File: src/pkg/cansip_params.svh
// constants of the sync, interrupt code and power control block
// assumes a 32-bit apb slave and a byte-wide status view
// How it works
// RQ1: resync on recessive-to-dominant edge after sample
// RQ2: other edges resync only when not sending dominant
// RQ3: hard sync restarts bit at sync segment
// RQ4: resync adjusts bit by at most jump+1
// RQ5: software keeps segment minimums and jump limits
// RQ6: software keeps total bit time eight quanta
// RQ7: one irq line, gated by source enables; here only GIE gates the line, object sources have no enable
// RQ8: code reads zero when nothing pends
// RQ9: line active while code nonzero and enabled
// RQ10: lowest pending code always shown
// RQ11: status update raises code one
// RQ12: status writes no irq; status read clears
// RQ13: last object pending gives code two
// RQ14: object n pending gives code two plus n
// RQ15: software clears object pending flags
// RQ16: idle keeps running; enabled irq wakes cpu
// RQ17: slow-down divides controller clock by 32
// RQ18: software sets init before power-down
// RQ19: receive pin wakes power-down when selected
// RQ20: switch-off bit gates controller clock
// RQ21: sync segment fixed at one quantum
// RQ22: low is dominant, high recessive
// RQ23: code recomputed every clock
`ifndef CANSIP_PARAMS_SVH
`define CANSIP_PARAMS_SVH
`define CANSIP_OFS_CTRL 12'h000
`define CANSIP_OFS_STAT 12'h004
`define CANSIP_OFS_CODE 12'h008
`define CANSIP_OFS_BTIM 12'h00C
`define CANSIP_OFS_PEND 12'h010
`define CANSIP_OFS_PWR 12'h014
`define CANSIP_CTRL_RST 8'h01
`define CANSIP_CTRL_INIT 0
`define CANSIP_CTRL_GIE 1
`define CANSIP_CTRL_SIE 2
`define CANSIP_CTRL_EIE 3
`define CANSIP_ST_TRANSMIT_OK_FLAG 3
`define CANSIP_ST_RECEIVE_OK_FLAG 4
`define CANSIP_ST_ERROR_WARNING_FLAG 6
`define CANSIP_ST_BUS_OFF_FLAG 7
`define CANSIP_PWR_SLOW 0
`define CANSIP_PWR_OFF 1
`define CANSIP_PWR_WAKE 2
`define CANSIP_BT_RST 16'h2343
`define CANSIP_SLOW_DIV 6'h20
`define CANSIP_SYNC_TQ 4'h1
`define CANSIP_CODE_IDLE 5'h00
`define CANSIP_CODE_STAT 5'h01
`define CANSIP_CODE_LAST 5'h02
`define CANSIP_LAST_OBJ 15
`define CANSIP_DOMINANT 1'b0
`define CANSIP_RECESSIVE 1'b1
`endif

File: src/pkg/cansip_pkg.sv
// types of the sync, interrupt code and power control block
// assumes the constants header is included by each design file
package cansip_pkg;
  // bit segment states, gray along sync, pre, post
  typedef enum logic [1:0] {
    CANSIP_SEG_SYNC = 2'b00,
    CANSIP_SEG_PRE = 2'b01,
    CANSIP_SEG_POST = 2'b11
  } cansip_seg_t;
endpackage

File: src/hdl/cansip_clkgen.sv
// controller clock enable: full rate, one in 32, or stopped
// assumes mclk_in is the system clock and all inputs are synchronous
`include "cansip_params.svh"
module cansip_clkgen
  import cansip_pkg::*;
(
  // clock and reset
  input wire logic mclk_in,
  input wire logic sys_rst_in,
  input wire logic clk_en_in,
  // control
  input wire logic slow_down_in,
  input wire logic gate_off_in,
  // tick
  output logic tick_out
);
  logic [5:0] div_q;
  logic [5:0] div_d;

  always_comb begin
    div_d = div_q + 6'h01;
    if (div_d == `CANSIP_SLOW_DIV) begin
      div_d = 6'h00;
    end
  end

  always_ff @(posedge mclk_in) begin
    if (sys_rst_in) begin
      div_q <= 6'h00;
    end else if (clk_en_in) begin
      div_q <= div_d;
    end
  end

  always_ff @(posedge mclk_in) begin
    if (sys_rst_in) begin
      tick_out <= 1'b0;
    end else if (clk_en_in) begin
      if (gate_off_in) begin
        tick_out <= 1'b0; // see RQ20
      end else if (slow_down_in) begin
        tick_out <= (div_q == 6'h00); // see RQ17
      end else begin
        tick_out <= 1'b1;
      end
    end
  end
endmodule

File: src/hdl/cansip_core.sv
// bit synchronisation, interrupt code and power control with apb registers
// assumes a protocol engine supplies tx bits and status events, and message
// objects supply pending set pulses; power-down and idle come from the cpu
//
// The APB interface to the registers and the register offsets were decided locally.
`include "cansip_params.svh"
module cansip_core
  import cansip_pkg::*;
(
  // clock and reset
  input wire logic mclk_in,
  input wire logic sys_rst_in,
  input wire logic clk_en_in,
  // apb
  input wire logic psel_in,
  input wire logic penable_in,
  input wire logic pwrite_in,
  input wire logic [11:0] paddr_in,
  input wire logic [31:0] pwdata_in,
  output logic [31:0] prdata_out,
  output logic pready_out,
  output logic pslverr_out,
  // can pins
  input wire logic can_rx_pin_in,
  output logic can_tx_pin_out,
  // protocol engine
  input wire logic tx_bit_in,
  input wire logic hard_sync_en_in,
  output logic sample_point_out,
  output logic rx_bit_out,
  // status events
  input wire logic receive_ok_in,
  input wire logic transmit_ok_in,
  input wire logic lec_upd_in,
  input wire logic [2:0] last_error_code_in,
  input wire logic bus_off_flag_in,
  input wire logic error_warning_flag_in,
  // message object pending set pulses
  input wire logic [15:1] obj_pend_set_in,
  // cpu power states
  input wire logic cpu_idle_in,
  input wire logic cpu_power_down_in,
  input wire logic can_irq_gate_in,
  // interrupt and wake
  output logic irq_out,
  output logic idle_wake_out,
  output logic pd_wake_out,
  output logic [4:0] interrupt_code_out
);
  logic [7:0] ctrl_q;
  logic [15:0] btim_q;
  logic [2:0] pwr_q;
  logic [2:0] lec_q;
  logic rx_ok_q;
  logic tx_ok_q;
  logic bus_off_flag_q;
  logic error_warning_flag_q;
  logic stat_pend_q;
  logic [15:1] object_irq_pending_q;
  logic [4:0] code_d;
  logic tick;
  logic acc;
  logic wr;
  logic rd;
  logic stat_ev;
  logic [31:0] rdata_d;
  logic map_hit;
  // bit timing fields
  logic [5:0] brp;
  logic [1:0] resync_jump_width;
  logic [3:0] pre_sample_segment;
  logic [2:0] post_sample_segment;
  // bit timing state
  cansip_seg_t seg_q;
  logic [5:0] pre_q;
  logic [4:0] seg_cnt_q;
  logic [4:0] seg_len_q;
  logic rx_prev_q;
  logic tq_tick;
  logic edge_r2d;
  logic sync_ok;
  logic [4:0] sjw1;
  logic [4:0] remain;

  assign brp = btim_q[5:0];
  assign resync_jump_width = btim_q[7:6];
  assign pre_sample_segment = btim_q[11:8];
  assign post_sample_segment = btim_q[14:12];
  assign sjw1 = {3'b000, resync_jump_width} + 5'h01;

  // controller clock enable, stopped by switch-off or power-down
  cansip_clkgen u_clkgen (
    .mclk_in(mclk_in),
    .sys_rst_in(sys_rst_in),
    .clk_en_in(clk_en_in),
    .slow_down_in(pwr_q[`CANSIP_PWR_SLOW]),
    .gate_off_in(pwr_q[`CANSIP_PWR_OFF] | cpu_power_down_in),
    .tick_out(tick)
  );

  // apb: access phase takes two cycles, ready from a flop
  assign acc = psel_in & penable_in & pready_out;
  assign wr = acc & pwrite_in;
  assign rd = acc & ~pwrite_in;

  always_comb begin
    map_hit = 1'b1;
    rdata_d = 32'h0000_0000;
    case (paddr_in)
      `CANSIP_OFS_CTRL: rdata_d = {24'h000000, ctrl_q};
      `CANSIP_OFS_STAT: rdata_d = {24'h000000, bus_off_flag_q, error_warning_flag_q, 1'b0, rx_ok_q, tx_ok_q, lec_q};
      `CANSIP_OFS_CODE: rdata_d = {27'h0000000, interrupt_code_out};
      `CANSIP_OFS_BTIM: rdata_d = {16'h0000, btim_q};
      `CANSIP_OFS_PEND: rdata_d = {16'h0000, object_irq_pending_q, 1'b0};
      `CANSIP_OFS_PWR: rdata_d = {29'h00000000, pwr_q};
      default: map_hit = 1'b0;
    endcase
  end

  always_ff @(posedge mclk_in) begin
    if (sys_rst_in) begin
      pready_out <= 1'b0;
      pslverr_out <= 1'b0;
      prdata_out <= 32'h0000_0000;
    end else if (clk_en_in) begin
      pready_out <= psel_in & penable_in & ~pready_out;
      pslverr_out <= psel_in & penable_in & ~pready_out & ~map_hit;
      if (psel_in & penable_in & ~pready_out) begin
        prdata_out <= pwrite_in ? 32'h0000_0000 : rdata_d;
      end
    end
  end

  // control, bit timing and power registers
  always_ff @(posedge mclk_in) begin
    if (sys_rst_in) begin
      ctrl_q <= `CANSIP_CTRL_RST;
      btim_q <= `CANSIP_BT_RST;
      pwr_q <= 3'b000;
    end else if (clk_en_in && wr) begin
      if (paddr_in == `CANSIP_OFS_CTRL) begin
        ctrl_q <= pwdata_in[7:0];
      end
      if (paddr_in == `CANSIP_OFS_BTIM && ctrl_q[`CANSIP_CTRL_INIT]) begin
        btim_q <= pwdata_in[15:0];
      end
      if (paddr_in == `CANSIP_OFS_PWR) begin
        pwr_q <= pwdata_in[2:0]; // see RQ17 see RQ19 see RQ20
      end
    end
  end

  // status partition: writes may clear flags but touch no interrupt
  always_ff @(posedge mclk_in) begin
    if (sys_rst_in) begin
      lec_q <= 3'b000;
      rx_ok_q <= 1'b0;
      tx_ok_q <= 1'b0;
      bus_off_flag_q <= 1'b0;
      error_warning_flag_q <= 1'b0;
    end else if (clk_en_in) begin
      bus_off_flag_q <= bus_off_flag_in;
      error_warning_flag_q <= error_warning_flag_in;
      if (wr && paddr_in == `CANSIP_OFS_STAT) begin
        lec_q <= lec_q & pwdata_in[2:0]; // see RQ12
        rx_ok_q <= rx_ok_q & pwdata_in[`CANSIP_ST_RECEIVE_OK_FLAG];
        tx_ok_q <= tx_ok_q & pwdata_in[`CANSIP_ST_TRANSMIT_OK_FLAG];
      end
      if (lec_upd_in) begin
        lec_q <= last_error_code_in;
      end
      if (receive_ok_in) begin
        rx_ok_q <= 1'b1;
      end
      if (transmit_ok_in) begin
        tx_ok_q <= 1'b1;
      end
    end
  end

  // status change event under the source enables
  assign stat_ev = (ctrl_q[`CANSIP_CTRL_EIE] &
                    ((bus_off_flag_q ^ bus_off_flag_in) | (error_warning_flag_q ^ error_warning_flag_in))) |
                   (ctrl_q[`CANSIP_CTRL_SIE] & (receive_ok_in | transmit_ok_in | lec_upd_in));

  always_ff @(posedge mclk_in) begin
    if (sys_rst_in) begin
      stat_pend_q <= 1'b0;
    end else if (clk_en_in) begin
      if (stat_ev) begin
        stat_pend_q <= 1'b1; // see RQ11
      end else if (rd && paddr_in == `CANSIP_OFS_STAT) begin
        stat_pend_q <= 1'b0; // see RQ12
      end
    end
  end

  // object pending: hardware set wins over write-one-to-clear
  always_ff @(posedge mclk_in) begin
    if (sys_rst_in) begin
      object_irq_pending_q <= 15'h0000;
    end else if (clk_en_in) begin
      if (wr && paddr_in == `CANSIP_OFS_PEND) begin
        object_irq_pending_q <= (object_irq_pending_q & ~pwdata_in[15:1]) | obj_pend_set_in;
      end else begin
        object_irq_pending_q <= object_irq_pending_q | obj_pend_set_in;
      end
    end
  end

  // priority encode, lowest code wins
  always_comb begin
    code_d = `CANSIP_CODE_IDLE; // see RQ8
    for (int n = `CANSIP_LAST_OBJ - 1; n >= 1; n--) begin
      if (object_irq_pending_q[n]) begin
        code_d = 5'(n) + `CANSIP_CODE_LAST; // see RQ14
      end
    end
    if (object_irq_pending_q[`CANSIP_LAST_OBJ]) begin
      code_d = `CANSIP_CODE_LAST; // see RQ13
    end
    if (stat_pend_q) begin
      code_d = `CANSIP_CODE_STAT; // see RQ10
    end
  end

  always_ff @(posedge mclk_in) begin
    if (sys_rst_in) begin
      interrupt_code_out <= `CANSIP_CODE_IDLE;
      irq_out <= 1'b0;
      idle_wake_out <= 1'b0;
      pd_wake_out <= 1'b0;
    end else if (clk_en_in) begin
      interrupt_code_out <= code_d; // see RQ23
      irq_out <= (code_d != `CANSIP_CODE_IDLE) & ctrl_q[`CANSIP_CTRL_GIE]; // see RQ7 see RQ9
      idle_wake_out <= cpu_idle_in & can_irq_gate_in & irq_out; // see RQ16
      pd_wake_out <= cpu_power_down_in & pwr_q[`CANSIP_PWR_WAKE] &
                     (can_rx_pin_in == `CANSIP_DOMINANT); // see RQ19
    end
  end

  // time quantum prescaler on the controller clock
  assign tq_tick = tick & (pre_q == brp);

  always_ff @(posedge mclk_in) begin
    if (sys_rst_in) begin
      pre_q <= 6'h00;
    end else if (clk_en_in && tick) begin
      pre_q <= tq_tick ? 6'h00 : pre_q + 6'h01;
    end
  end

  // edge detect and resync permission
  assign edge_r2d = (rx_prev_q == `CANSIP_RECESSIVE) &
                    (can_rx_pin_in == `CANSIP_DOMINANT); // see RQ22
  assign sync_ok = (seg_q == CANSIP_SEG_POST) | // see RQ1
                   (can_tx_pin_out != `CANSIP_DOMINANT); // see RQ2
  assign remain = seg_len_q - seg_cnt_q;

  always_ff @(posedge mclk_in) begin
    if (sys_rst_in) begin
      rx_prev_q <= `CANSIP_RECESSIVE;
    end else if (clk_en_in && tq_tick) begin
      rx_prev_q <= can_rx_pin_in;
    end
  end

  // bit segment sequencer
  always_ff @(posedge mclk_in) begin
    if (sys_rst_in || (clk_en_in && ctrl_q[`CANSIP_CTRL_INIT])) begin
      seg_q <= CANSIP_SEG_SYNC;
      seg_cnt_q <= 5'h00;
      seg_len_q <= 5'h01;
      sample_point_out <= 1'b0;
    end else if (clk_en_in) begin
      sample_point_out <= 1'b0;
      if (tq_tick) begin
        seg_cnt_q <= seg_cnt_q + 5'h01;
        if (edge_r2d && hard_sync_en_in) begin
          seg_q <= CANSIP_SEG_PRE; // see RQ3
          seg_cnt_q <= 5'h00;
          seg_len_q <= {1'b0, pre_sample_segment} + 5'h01;
        end else if (edge_r2d && sync_ok && seg_q == CANSIP_SEG_PRE) begin
          // late edge: lengthen by the phase error, capped
          seg_len_q <= seg_len_q + ((seg_cnt_q < sjw1) ? seg_cnt_q : sjw1); // see RQ4
        end else if (edge_r2d && sync_ok && seg_q == CANSIP_SEG_POST) begin
          if (remain <= sjw1) begin
            seg_q <= CANSIP_SEG_PRE; // see RQ4
            seg_cnt_q <= 5'h00;
            seg_len_q <= {1'b0, pre_sample_segment} + 5'h01;
          end else begin
            seg_len_q <= seg_len_q - sjw1;
          end
        end else begin
          case (seg_q)
            CANSIP_SEG_SYNC: begin
              seg_q <= CANSIP_SEG_PRE; // see RQ21
              seg_cnt_q <= 5'h00;
              seg_len_q <= {1'b0, pre_sample_segment} + 5'h01;
            end
            CANSIP_SEG_PRE: begin
              if (seg_cnt_q + 5'h01 >= seg_len_q) begin
                seg_q <= CANSIP_SEG_POST;
                seg_cnt_q <= 5'h00;
                seg_len_q <= {2'b00, post_sample_segment} + 5'h01;
                sample_point_out <= 1'b1;
              end
            end
            CANSIP_SEG_POST: begin
              if (seg_cnt_q + 5'h01 >= seg_len_q) begin
                seg_q <= CANSIP_SEG_SYNC;
                seg_cnt_q <= 5'h00;
                seg_len_q <= {1'b0, `CANSIP_SYNC_TQ};
              end
            end
            default: begin
              seg_q <= CANSIP_SEG_SYNC;
              seg_cnt_q <= 5'h00;
            end
          endcase
        end
      end
    end
  end

  // sampled bit and transmit pin, recessive during init
  always_ff @(posedge mclk_in) begin
    if (sys_rst_in) begin
      rx_bit_out <= `CANSIP_RECESSIVE;
      can_tx_pin_out <= `CANSIP_RECESSIVE;
    end else if (clk_en_in) begin
      if (tq_tick && seg_q == CANSIP_SEG_PRE && seg_cnt_q + 5'h01 >= seg_len_q) begin
        rx_bit_out <= can_rx_pin_in;
      end
      if (ctrl_q[`CANSIP_CTRL_INIT]) begin
        can_tx_pin_out <= `CANSIP_RECESSIVE; // see RQ18 see RQ22
      end else if (tq_tick && seg_q == CANSIP_SEG_SYNC) begin
        can_tx_pin_out <= tx_bit_in;
      end
    end
  end
endmodule

File: config.mk
export PLATFORM = sky130hd
export DESIGN_NAME = cansip_core
export DESIGN_NICKNAME = d
export VERILOG_FILES = /design/src/pkg/cansip_pkg.sv /design/src/hdl/cansip_clkgen.sv /design/src/hdl/cansip_core.sv
export VERILOG_INCLUDE_DIRS = /design/src /design/src/pkg
export SDC_FILE = /design/constraint.sdc
export NUM_CORES = 1
export LEC_CHECK = 0
export BUFFER_PORTS_ARGS = -buffer_cell sky130_fd_sc_hd__clkbuf_2
export CAP_MARGIN = 25
export CORE_ASPECT_RATIO = 0.9
export CORE_UTILIZATION = 40
export CTS_CLUSTER_DIAMETER = 200
export DETAILED_ROUTE_END_ITERATION = 16
export GPL_TIMING_DRIVEN = 0
export PLACE_DENSITY = 0.61
export SLEW_MARGIN = 20
export SYNTH_ARGS = -nofsm -noshare
export SYNTH_HDL_FRONTEND = slang
export SYNTH_SLANG_ARGS = --single-unit
File: constraint.sdc
create_clock -name mclk_in -period 5.95 [get_ports mclk_in]
set_clock_uncertainty 0.1 [all_clocks]
set_input_delay 0.2975 -clock mclk_in [delete_from_list [all_inputs] [get_ports mclk_in]]
set_output_delay 0.2975 -clock mclk_in [all_outputs]
set_load 0.02 [all_outputs]
==> results of run 1 <==
[per-stage QoR]
stage | utilization (%) | cell area, um^2 | total power [W] | worst slack (ps)
6_report | 48.4 | 7140 | 0.00154 | 2140
2_1_floorplan | - | 6120 | 0.000843 | 2690
3_5_place_dp | 46.2 | 6830 | 0.000909 | 2170
5_1_grt | 48.4 | 7140 | 0.00160 | 1920
4_1_cts | 48.4 | 7140 | 0.00155 | 2160
3_3_place_gp | 46.2 | 6820 | 0.000909 | 2210
[sequential cells by signal, summed over array words and instances (netlist names), 2 cells and up]
register	flops
prdata_out	16
object_irq_pending_q	15
interrupt_code_out	5
pre_q	6
ctrl_q	8
btim_q	16
seg_q	2
u_clkgen.div_q	6
lec_q	3
pwr_q	3
seg_cnt_q	5
seg_len_q	5
[report_power, final]
group	internal, W	switching (W)
registers	0.000717	0.0000190
clock network	0.000341	0.000307
logic	0.0000618	0.0000986
[kinds of logic after synthesis]
group	after synthesis	share of synthesized area, %
buffers and inverters	83	6.40
multiplexers	45	7.86
other	1	0.0618
AO/OA/AOI/OAI	175	20.2
adder cells (fa/ha/maj)	31	6.77
XOR/XNOR	29	4.19
flip-flops	105	34.7
AND/OR/NAND/NOR	254	19.9
[critical path: stages (launching register included)]
cell	delay (ps)
dfxtp_1	510
ha_1	300
inv_1	170
ha_1	260
o21a_1	100
o21ai_0	130
nand2_1	170
nor2_1	120
a21oi_1	50
ha_1	230
fa_1	410
a21o_1	210
a21oi_1	190
xnor2_1	160
o221ai_1	140
o311ai_1	320
o32ai_1	110
[final timing paths]
check	endpoint	cells past startpoint	slack, ps
worst min-delay path	btim_q[13]	2	80
worst max-delay path	seg_len_q[4]	16	2140
worst max register to register	seg_len_q[4]	16	2140
worst min register to register	prdata_out[2]	2	360
[cell usage in the layout (no fill, tap or decap), types with 8 or more instances in the layout]
cell,count
xnor2_1,10
a22oi_1,30
inv_1,31
nor4_1,8
a211o_1,8
conb_1,17
nand4_1,10
nor3_1,12
ha_1,28
clkbuf_1,21
nor2b_1,15
nand2_1,65
xor2_1,19
mux2i_1,42
buf_4,18
clkbuf_2,90
nand3_1,23
dfxtp_1,105
clkbuf_16,9
o21ai_0,21
nor2_1,91
a22o_1,9
buf_2,8
a21oi_1,45
[layout make-up]
type	instances	area [um^2]
Buffer	52	272
Clock buffer	9	225
Clock inverter	7	90.1
Fill cell	1452	7620
Inverter	31	116
Multi-Input combinational cell	551	3630
Sequential cell	105	2100
Tap cell	198	248
Timing Repair Buffer	91	455
[routing by layer]
metal | wire length (um) | track usage [%] | part of all wire, %
met5 | 0 | 0 | 0
met4 | 199 | 5.01 | 1.1
met3 | 1210 | 4.89 | 6.7
met2 | 7710 | 35.9 | 43
met1 | 8910 | 33.6 | 49
[cell usage after synthesis, drive strengths merged, types with 4 or more instances]
library cell / n
a211oi: 5
a22o: 9
nand3b: 5
nor4: 9
nand3: 23
and3: 4
nor2b: 15
buf: 31
inv: 31
o211ai: 4
or4: 4
dfxtp: 105
xnor2: 10
nand4: 10
mux2i: 42
clkbuf: 21
o2111ai: 6
o22ai: 5
a21oi: 45
a31oi: 5
ha: 28
nand2: 65
a21o: 7
a22oi: 30
a211o: 8
xor2: 19
nor2: 91
nor3: 12
o21ai: 24
==> out/results.ini, run 1 <==
[final_layout]
fin_cells=1044
antennaDiodeCount=0
final_nets=951
drive_gt1_share_pct=17.1
area_growth_pct=17.8

[sta]
setup_viol=0
post-route-period-util_pct=64.0
tns_ps=0
worstMarginPinSlew_ps=871
rsz0062_at_grt=no
max_slew_margin_pct=41.8
holdWs_ps=75.1
final-hold-violation-count=0
fmax_mhz=263
finalWorstPathRequiredPeriod_ps=3810
drv_slew=0

[routing]
wl_per_cell_um=17.3
wl_mm=18.0
vias=5701
drc=0
postRouteAntennaNets=0
firstDrtPassIters=5
drt_iter0_drc=416
via_per_inst=5.46

[clocking]
numCtsBuffers=9
cts_resized=0
cts_hold_buf=0
clk_latency_ps=360
cts_max_path_buffers=2
cts_setup_buffers=0
cts_max_level=3
clkSinkCount=105
tritoncts=done
root_buffer=clkbuf_16
clkTransAtPathRegs_ps=80

[die]
die_h_um=119
core-area_mm2=0.0148
ioPinCount=124
rows=42
die_w_um=132
dieArea_mm2=0.0157
start_util_pct=41.1

[grt]
antenna_found_initial=0
grt_overflow_total=0
grt_max_degree=21
track_usage_pct=23.5
first_global_vias=5236
grt_pass1_wl_mm=28.6

[power]
vdd_drop_max_uv=163
p_per_area_mw_per_mm2=216
p_leak_nw=2.99

[worst_setup_path]
end_kind=register
criticalPathCategory=register to register
cp.required_ps=6090
cp-start-kind=register
crit_start=btim_q[6]
worstPathArrival_ps=3940
r2r_start=btim_q[6]
cp_max_fo=6

[placement]
hpwl_mm=13.9
portBuffers=90
dp_cells=1028
gp_congestion=0.882

[yosys]
synth_area_per_cell_um2=8.39
synth_top_cell_area_share_pct=34.7
yosysTopAreaCell=dfxtp_1
synth_cell_type_count=68
synth_cells=723
synth_ff_type=dfxtp_1
synth_seq_area_share_pct=34.7
synth_edf_count=0
synth.ff_latch_count=105
synth_area_leaders=dfxtp_1 (35%), mux2i_1 (6.9%), ha_1 (5.8%)
ys_warn_count=0
synthArstFlopShare_pct=0
synth_area_mm2=0.00606

[worst_hold_path]
hold_start=pwdata_in[13]
hp-class=input port to register

[status]
status=finished clean

[flow_run]
cap_violations=0

(Power assumes the default switching activity.)
==> run 2, diff against run 1 <==
PLACE_DENSITY = 0.64   (was 0.61)
clock period = 3.35 ns   (was 5.95 ns; I/O delays follow)
==> run 2 against run 1 <==
Combinational power is 98% higher. Total power is 73% higher. Core utilization is 2.8 points higher. Clock power is 62% higher. Hold slack worse by 63 ps. Critical path type unchanged.
==> out/results.ini, run 2 (synthesis gave the netlist of run 1 again) <==
[clocking]
clk_latency_ps=360  ; about the same
tritoncts=done
numCtsBuffers=9  ; unchanged
clkTransAtPathRegs_ps=80  ; about the same
root_buffer=clkbuf_16
cts_max_level=3  ; unchanged
cts_max_path_buffers=2  ; unchanged
clkSinkCount=105  ; unchanged

[sta]
setup_viol=0  ; unchanged
worstMarginPinSlew_ps=879  ; +8.84 ps
drv_slew=0  ; unchanged
final-hold-violation-count=0  ; unchanged
rsz0062_at_grt=yes
max_slew_margin_pct=41.2  ; -0.59 points
fmax_mhz=301  ; +15%
post-route-period-util_pct=99.1  ; +35 points
setup_slack_ps=30.1  ; -2110 ps
finalWorstPathRequiredPeriod_ps=3320  ; -489 ps

[worst_setup_path]
rrSetupSlack_ps=30  ; -2110 ps
cp_max_fo=4  ; -2
worstPathArrival_ps=3440  ; -500 ps
crit_chain=ha_4 -> inv_2 -> ha_4 -> o21a_1 -> o21ai_1 -> nand2_1 -> nor2_1 -> a21oi_1 -> ha_2 -> fa_2 -> a21o_1 -> a21oi_2 -> xnor2_2 -> o221ai_1 -> o311ai_1 -> o32ai_1
r2r_cells=16  ; unchanged
r2r_start=btim_q[7]
cp.required_ps=3470  ; -2620 ps
cpMostUsedCell=ha_4
cp_slowest_cell=dfxtp_4
timing.rr.end=seg_len_q[4]
end_kind=register
slowest_delay_ps=370  ; -140 ps
criticalPathCategory=register to register
cp-start-kind=register

[placement]
gp_congestion=0.916  ; +3.9%
portBuffers=90  ; unchanged
preCtsSetupSlack_ps=-418  ; -2590 ps
hpwl_mm=13.7  ; -1.9%
dpl_cell_area_mm2=0.00683  ; unchanged

[die]
ioPinCount=124  ; unchanged
die_h_um=119  ; unchanged
start_util_pct=41.1  ; unchanged
rows=42  ; unchanged
die_w_um=132  ; unchanged
dieArea_mm2=0.0157  ; unchanged
core-area_mm2=0.0148  ; unchanged

[power]
p_per_area_mw_per_mm2=353  ; +63%
vdd_drop_max_uv=300  ; +84%
p_leak_nw=3.15  ; +5.1%
finalPower_w=0.00267  ; +73%

[grt]
antenna_found_initial=0  ; unchanged
grt_overflow_total=0  ; unchanged
grt_max_degree=20  ; -4.8%
track_usage_pct=23.9  ; +0.41 points
grt_pass1_wl_mm=29.2  ; +2.3%
first_global_vias=5432  ; +3.7%

[worst_hold_path]
holdPathStages=3  ; +1
hp-class=input port to register
hold_start=pwdata_in[14]
holdPathEnd=btim_q[14]

[final_layout]
final_nets=990  ; +4.1%
design_area_mm2=0.00755  ; +5.8%
area_growth_pct=24.6
final_core_utilization_pct=51.2  ; +2.8 points
fillers=1438  ; -0.96%
drive_gt1_share_pct=18.3  ; +1.2 points
mostFrequentLayoutCell=dfxtp_1
top_regs=btim_q (16), prdata_out (16), object_irq_pending_q (15)
final_cell_mix=dfxtp_1 (102), nor2_1 (91), clkbuf_2 (91), nand2_1 (65), a21oi_1 (44)
antennaDiodeCount=0  ; unchanged

[status]
status=finished clean

[routing]
firstDrtPassIters=5  ; unchanged
via_per_inst=5.39  ; -1.4%
wl_per_cell_um=16.9  ; -2.1%
drt_iter0_drc=474  ; +14%
vias=5834  ; +2.3%
postRouteAntennaNets=0  ; unchanged
wl_mm=18.3  ; +1.5%
drc=0  ; unchanged

[flow_run]
cap_violations=0  ; unchanged

-- run 2: worst max-delay path: cells and delay by family, from the launching register on --
| family | cells | cell delay (ps) |
|---|---|---|
| and+or+nand+nor | 2 | 220 |
| xor gates and xnor gates | 1 | 150 |
| adders and majority gates | 4 | 1040 |
| DFF | 1 | 370 |
| AOI/OAI and AO/OA | 8 | 1250 |
| buffers and inverters | 1 | 50 |
-- run 2: timing repair --
action,4_1_cts,5_1_grt
pin swaps,3,8
endpoints found under the setup margin,4,9
resized for setup,8,9
buffers inserted,1,5
cloned,0,0
hold buffers,34,0
endpoints found under the hold margin,35,0
-- run 2: report_power, final --
part | leakage [nW] | switching, W | internal (W)
Sequential | 0.854 | 0.0000335 | 0.00127
Combinational | 2.15 | 0.000183 | 0.000134
Clock | 0.141 | 0.000521 | 0.000524
-- run 2: worst max path at each step --
stage,startpoint,endpoint,cells after the start,slack [ps]
after floorplan,btim_q[6],seg_len_q[4],16,90
after global placement,btim_q[6],seg_len_q[4],16,-440
after detailed placement,btim_q[6],seg_len_q[4],16,-420
after CTS,btim_q[6],seg_len_q[4],16,-30
after global routing,btim_q[7],seg_len_q[4],16,-70
final,btim_q[7],seg_len_q[4],16,30
-- run 2: cell type report --
type	count	area (um^2)	area share [%]
multi-input combinational	551	3680	48.8
timing repair buffer	130	836	11.1
clock inverter	6	57.6	0.762
inverter	31	116	1.54
sequential	105	2110	27.9
clock buffer	10	229	3.03
tap	198	248	3.28
buffer	52	273	3.61
-- run 2: stage by stage --
stage	cells	setup TNS, ps	hold WS (ps)
2_1_floorplan	739	0	185
3_5_place_dp	1027	-599	302
3_3_place_gp	1027	-660	301
6_report	1083	0	11.7
5_1_grt	1083	-65.5	18.2
4_1_cts	1078	-28.8	3.36
-- run 2: metal layers --
metal / GRT usage, % / share of wire (%) / up-vias
li1: - / - / 2888
met1: 34.7 / 49 / 2730
met2: 37.1 / 44 / 208
met3: 3.90 / 6.3 / 8
met4: 4.36 / 0.99 / 0
met5: 0 / 0 / -
==> run 3, diff against run 2 <==
CAP_MARGIN = 20   (was 25)
CELL_PAD_IN_SITES_DETAIL_PLACEMENT = 1   (was not set)
CELL_PAD_IN_SITES_GLOBAL_PLACEMENT = 1   (was not set)
CORE_UTILIZATION = 37   (was 40)
PLACE_DENSITY = 0.77   (was 0.64)
SLEW_MARGIN = not set   (was 20)
==> run 3 against run 2 <==
Via count up 3.8%. Critical path type unchanged. Register-to-register slack improved by 40 ps. Final cell count grew 0.74%. Largest cell class unchanged.
==> out/results.ini, run 3 (synthesis gave the netlist of run 1 again) <==
[status]
status=finished clean

[clocking]
clkTransAtPathRegs_ps=70  ; about the same
numCtsBuffers=9  ; unchanged
clkSinkCount=105  ; unchanged
clk_latency_ps=360  ; about the same
cts_max_path_buffers=2  ; unchanged
tritoncts=done
root_buffer=clkbuf_16
cts_max_level=3  ; unchanged

[grt]
grt_max_degree=19  ; -5.0%
first_global_vias=5979  ; +10%
track_usage_pct=25.2  ; +1.3 points
antenna_found_initial=0  ; unchanged
grt_overflow_total=0  ; unchanged
grt_pass1_wl_mm=32.3  ; +10%

[placement]
portBuffers=90  ; unchanged
gp_congestion=0.862  ; -6.0%
dp_cells=1036  ; +0.88%
hpwl_mm=15.2  ; +11%

[final_layout]
area_growth_pct=25.2
final_core_utilization_pct=47.2  ; -3.9 points
antennaDiodeCount=0  ; unchanged
fin_cells=1091  ; +0.74%
mostFrequentLayoutCell=dfxtp_1
final_cell_mix=dfxtp_1 (103), nor2_1 (91), clkbuf_2 (90), nand2_1 (65), a21oi_1 (44)
top_regs=btim_q (16), prdata_out (16), object_irq_pending_q (15)
drive_gt1_share_pct=18.4  ; +0.13 points
final_nets=989  ; -0.10%

[sta]
max_slew_margin_pct=40.9  ; -0.34 points
fmax_mhz=304  ; +1.1%
final-hold-violation-count=0  ; unchanged
setup_viol=0  ; unchanged
worstMarginPinSlew_ps=885  ; +5.14 ps
drv_slew=0  ; unchanged
tns_ps=0  ; unchanged
finalWorstPathRequiredPeriod_ps=3280  ; -35.3 ps
rsz0062_at_grt=yes
post-route-period-util_pct=98.0  ; -1.1 points

[routing]
wl_mm=20.7  ; +13%
wl_per_cell_um=19.0  ; +12%
postRouteAntennaNets=0  ; unchanged
drt_iter0_drc=380  ; -20%
via_per_inst=5.55  ; +3.1%
vias=6058  ; +3.8%
firstDrtPassIters=5  ; unchanged
drc=0  ; unchanged

[die]
die_h_um=123  ; +3.9%
core-area_mm2=0.0161  ; +8.9%
die_w_um=137  ; +3.9%
dieArea_mm2=0.0169  ; +8.0%
ioPinCount=124  ; unchanged
rows=44  ; +4.8%
start_util_pct=37.7  ; -3.3 points

[worst_setup_path]
criticalPathCategory=register to register
cp_max_fo=4  ; unchanged
cp.required_ps=3480  ; about the same
timing.rr.end=seg_len_q[4]
worstPathArrival_ps=3410  ; -30 ps
end_kind=register
r2r_start=btim_q[7]
cp-start-kind=register
r2r_cells=17  ; +1
rrSetupSlack_ps=70  ; +40 ps

[power]
finalPower_w=0.00275  ; +2.9%
p_comb_share_pct=11.9  ; about the same
clock_power_share_pct=40.5  ; +1.3 points
switching_power_w=0.000748  ; +1.4%
vdd_drop_max_uv=261  ; -13%
p_leak_nw=3.14  ; -0.16%
p_seq_share_pct=47.6  ; -1.3 points
p_per_area_mw_per_mm2=362  ; +2.4%
switching_share_pct=27.2  ; -0.41 points
p_int_w=0.00200  ; +3.5%

[worst_hold_path]
hold_start=pwdata_in[14]
holdPathStages=3  ; unchanged
holdPathEnd=btim_q[14]
hp-class=input port to register

[flow_run]
cap_violations=0  ; unchanged

-- run 3: timing repair --
item                                    in CTS  in global routing
resized for setup                           10                  9
endpoints found under the hold margin       32                  0
hold buffers                                33                  0
endpoints found under the setup margin       4                 10
pin swaps                                    6                  7
buffers inserted                             5                  1
-- run 3: routing by layer --
metal  global-route usage [%]  routed length [um]  vias to the layer above
met5                        0                   0                        -
li1                         -                   -                     2899
met1                     34.2                9810                     2975
met3                     3.73                 951                       20
met2                     41.8                9670                      164
met4                     6.11                 259                        0
-- run 3: how the worst max path moves through the flow --
stage / start / end / slack [ps] / depth (start not counted)
finish: btim_q[7] / seg_len_q[4] / 70 / 17
global route: btim_q[7] / seg_len_q[4] / -80 / 16
CTS: btim_q[7] / seg_len_q[4] / -60 / 17
detailed placement: btim_q[6] / seg_len_q[4] / -530 / 16
global placement: btim_q[6] / seg_len_q[4] / -430 / 16
floorplan: btim_q[6] / seg_len_q[4] / 90 / 16
-- run 3: critical path, stage by stage (launching register included) --
cell      delay [ps]
dfxtp_4          370
ha_4             270
inv_2             50
ha_4             200
o21a_1            90
o21ai_1          100
nand2_1          100
buf_6            130
buf_4            120
nand2_1           70
o21ai_2           60
ha_1             340
a21o_1           210
a21oi_2          210
xnor2_2          150
o221ai_2         130
o311ai_2         330
o32ai_1          120
-- run 3: cell type report --
cell class              count  area, um^2
repair buffers            130         837
clock buffers              10         229
multi-input cells         551        3700
inverters                  31         116
plain buffers              51         268
fillers                  1991        8490
well taps                 207         259
flip-flops and latches    105        2110
clock inverters             6        72.6
-- run 3: metrics by stage --
stage	setup slack, ps	instance area (um^2)	hold slack [ps]
detailed placement	-525	6830	306
finish	65.4	7590	5.95
global placement	-434	6830	305
CTS	-56.4	7530	1.20
floorplan	87.5	6120	185
global route	-76.4	7590	6.12
-- run 3: power by group through the flow --
stage | Sequential, W | Combinational (W) | Clock [W]
4_1_cts | 0.00130 | 0.000320 | 0.00113
2_1_floorplan | 0.00133 | 0.000169 | 0
3_3_place_gp | 0.00133 | 0.000284 | 0
3_5_place_dp | 0.00133 | 0.000289 | 0
6_report | 0.00131 | 0.000328 | 0.00111
5_1_grt | 0.00131 | 0.000356 | 0.00117
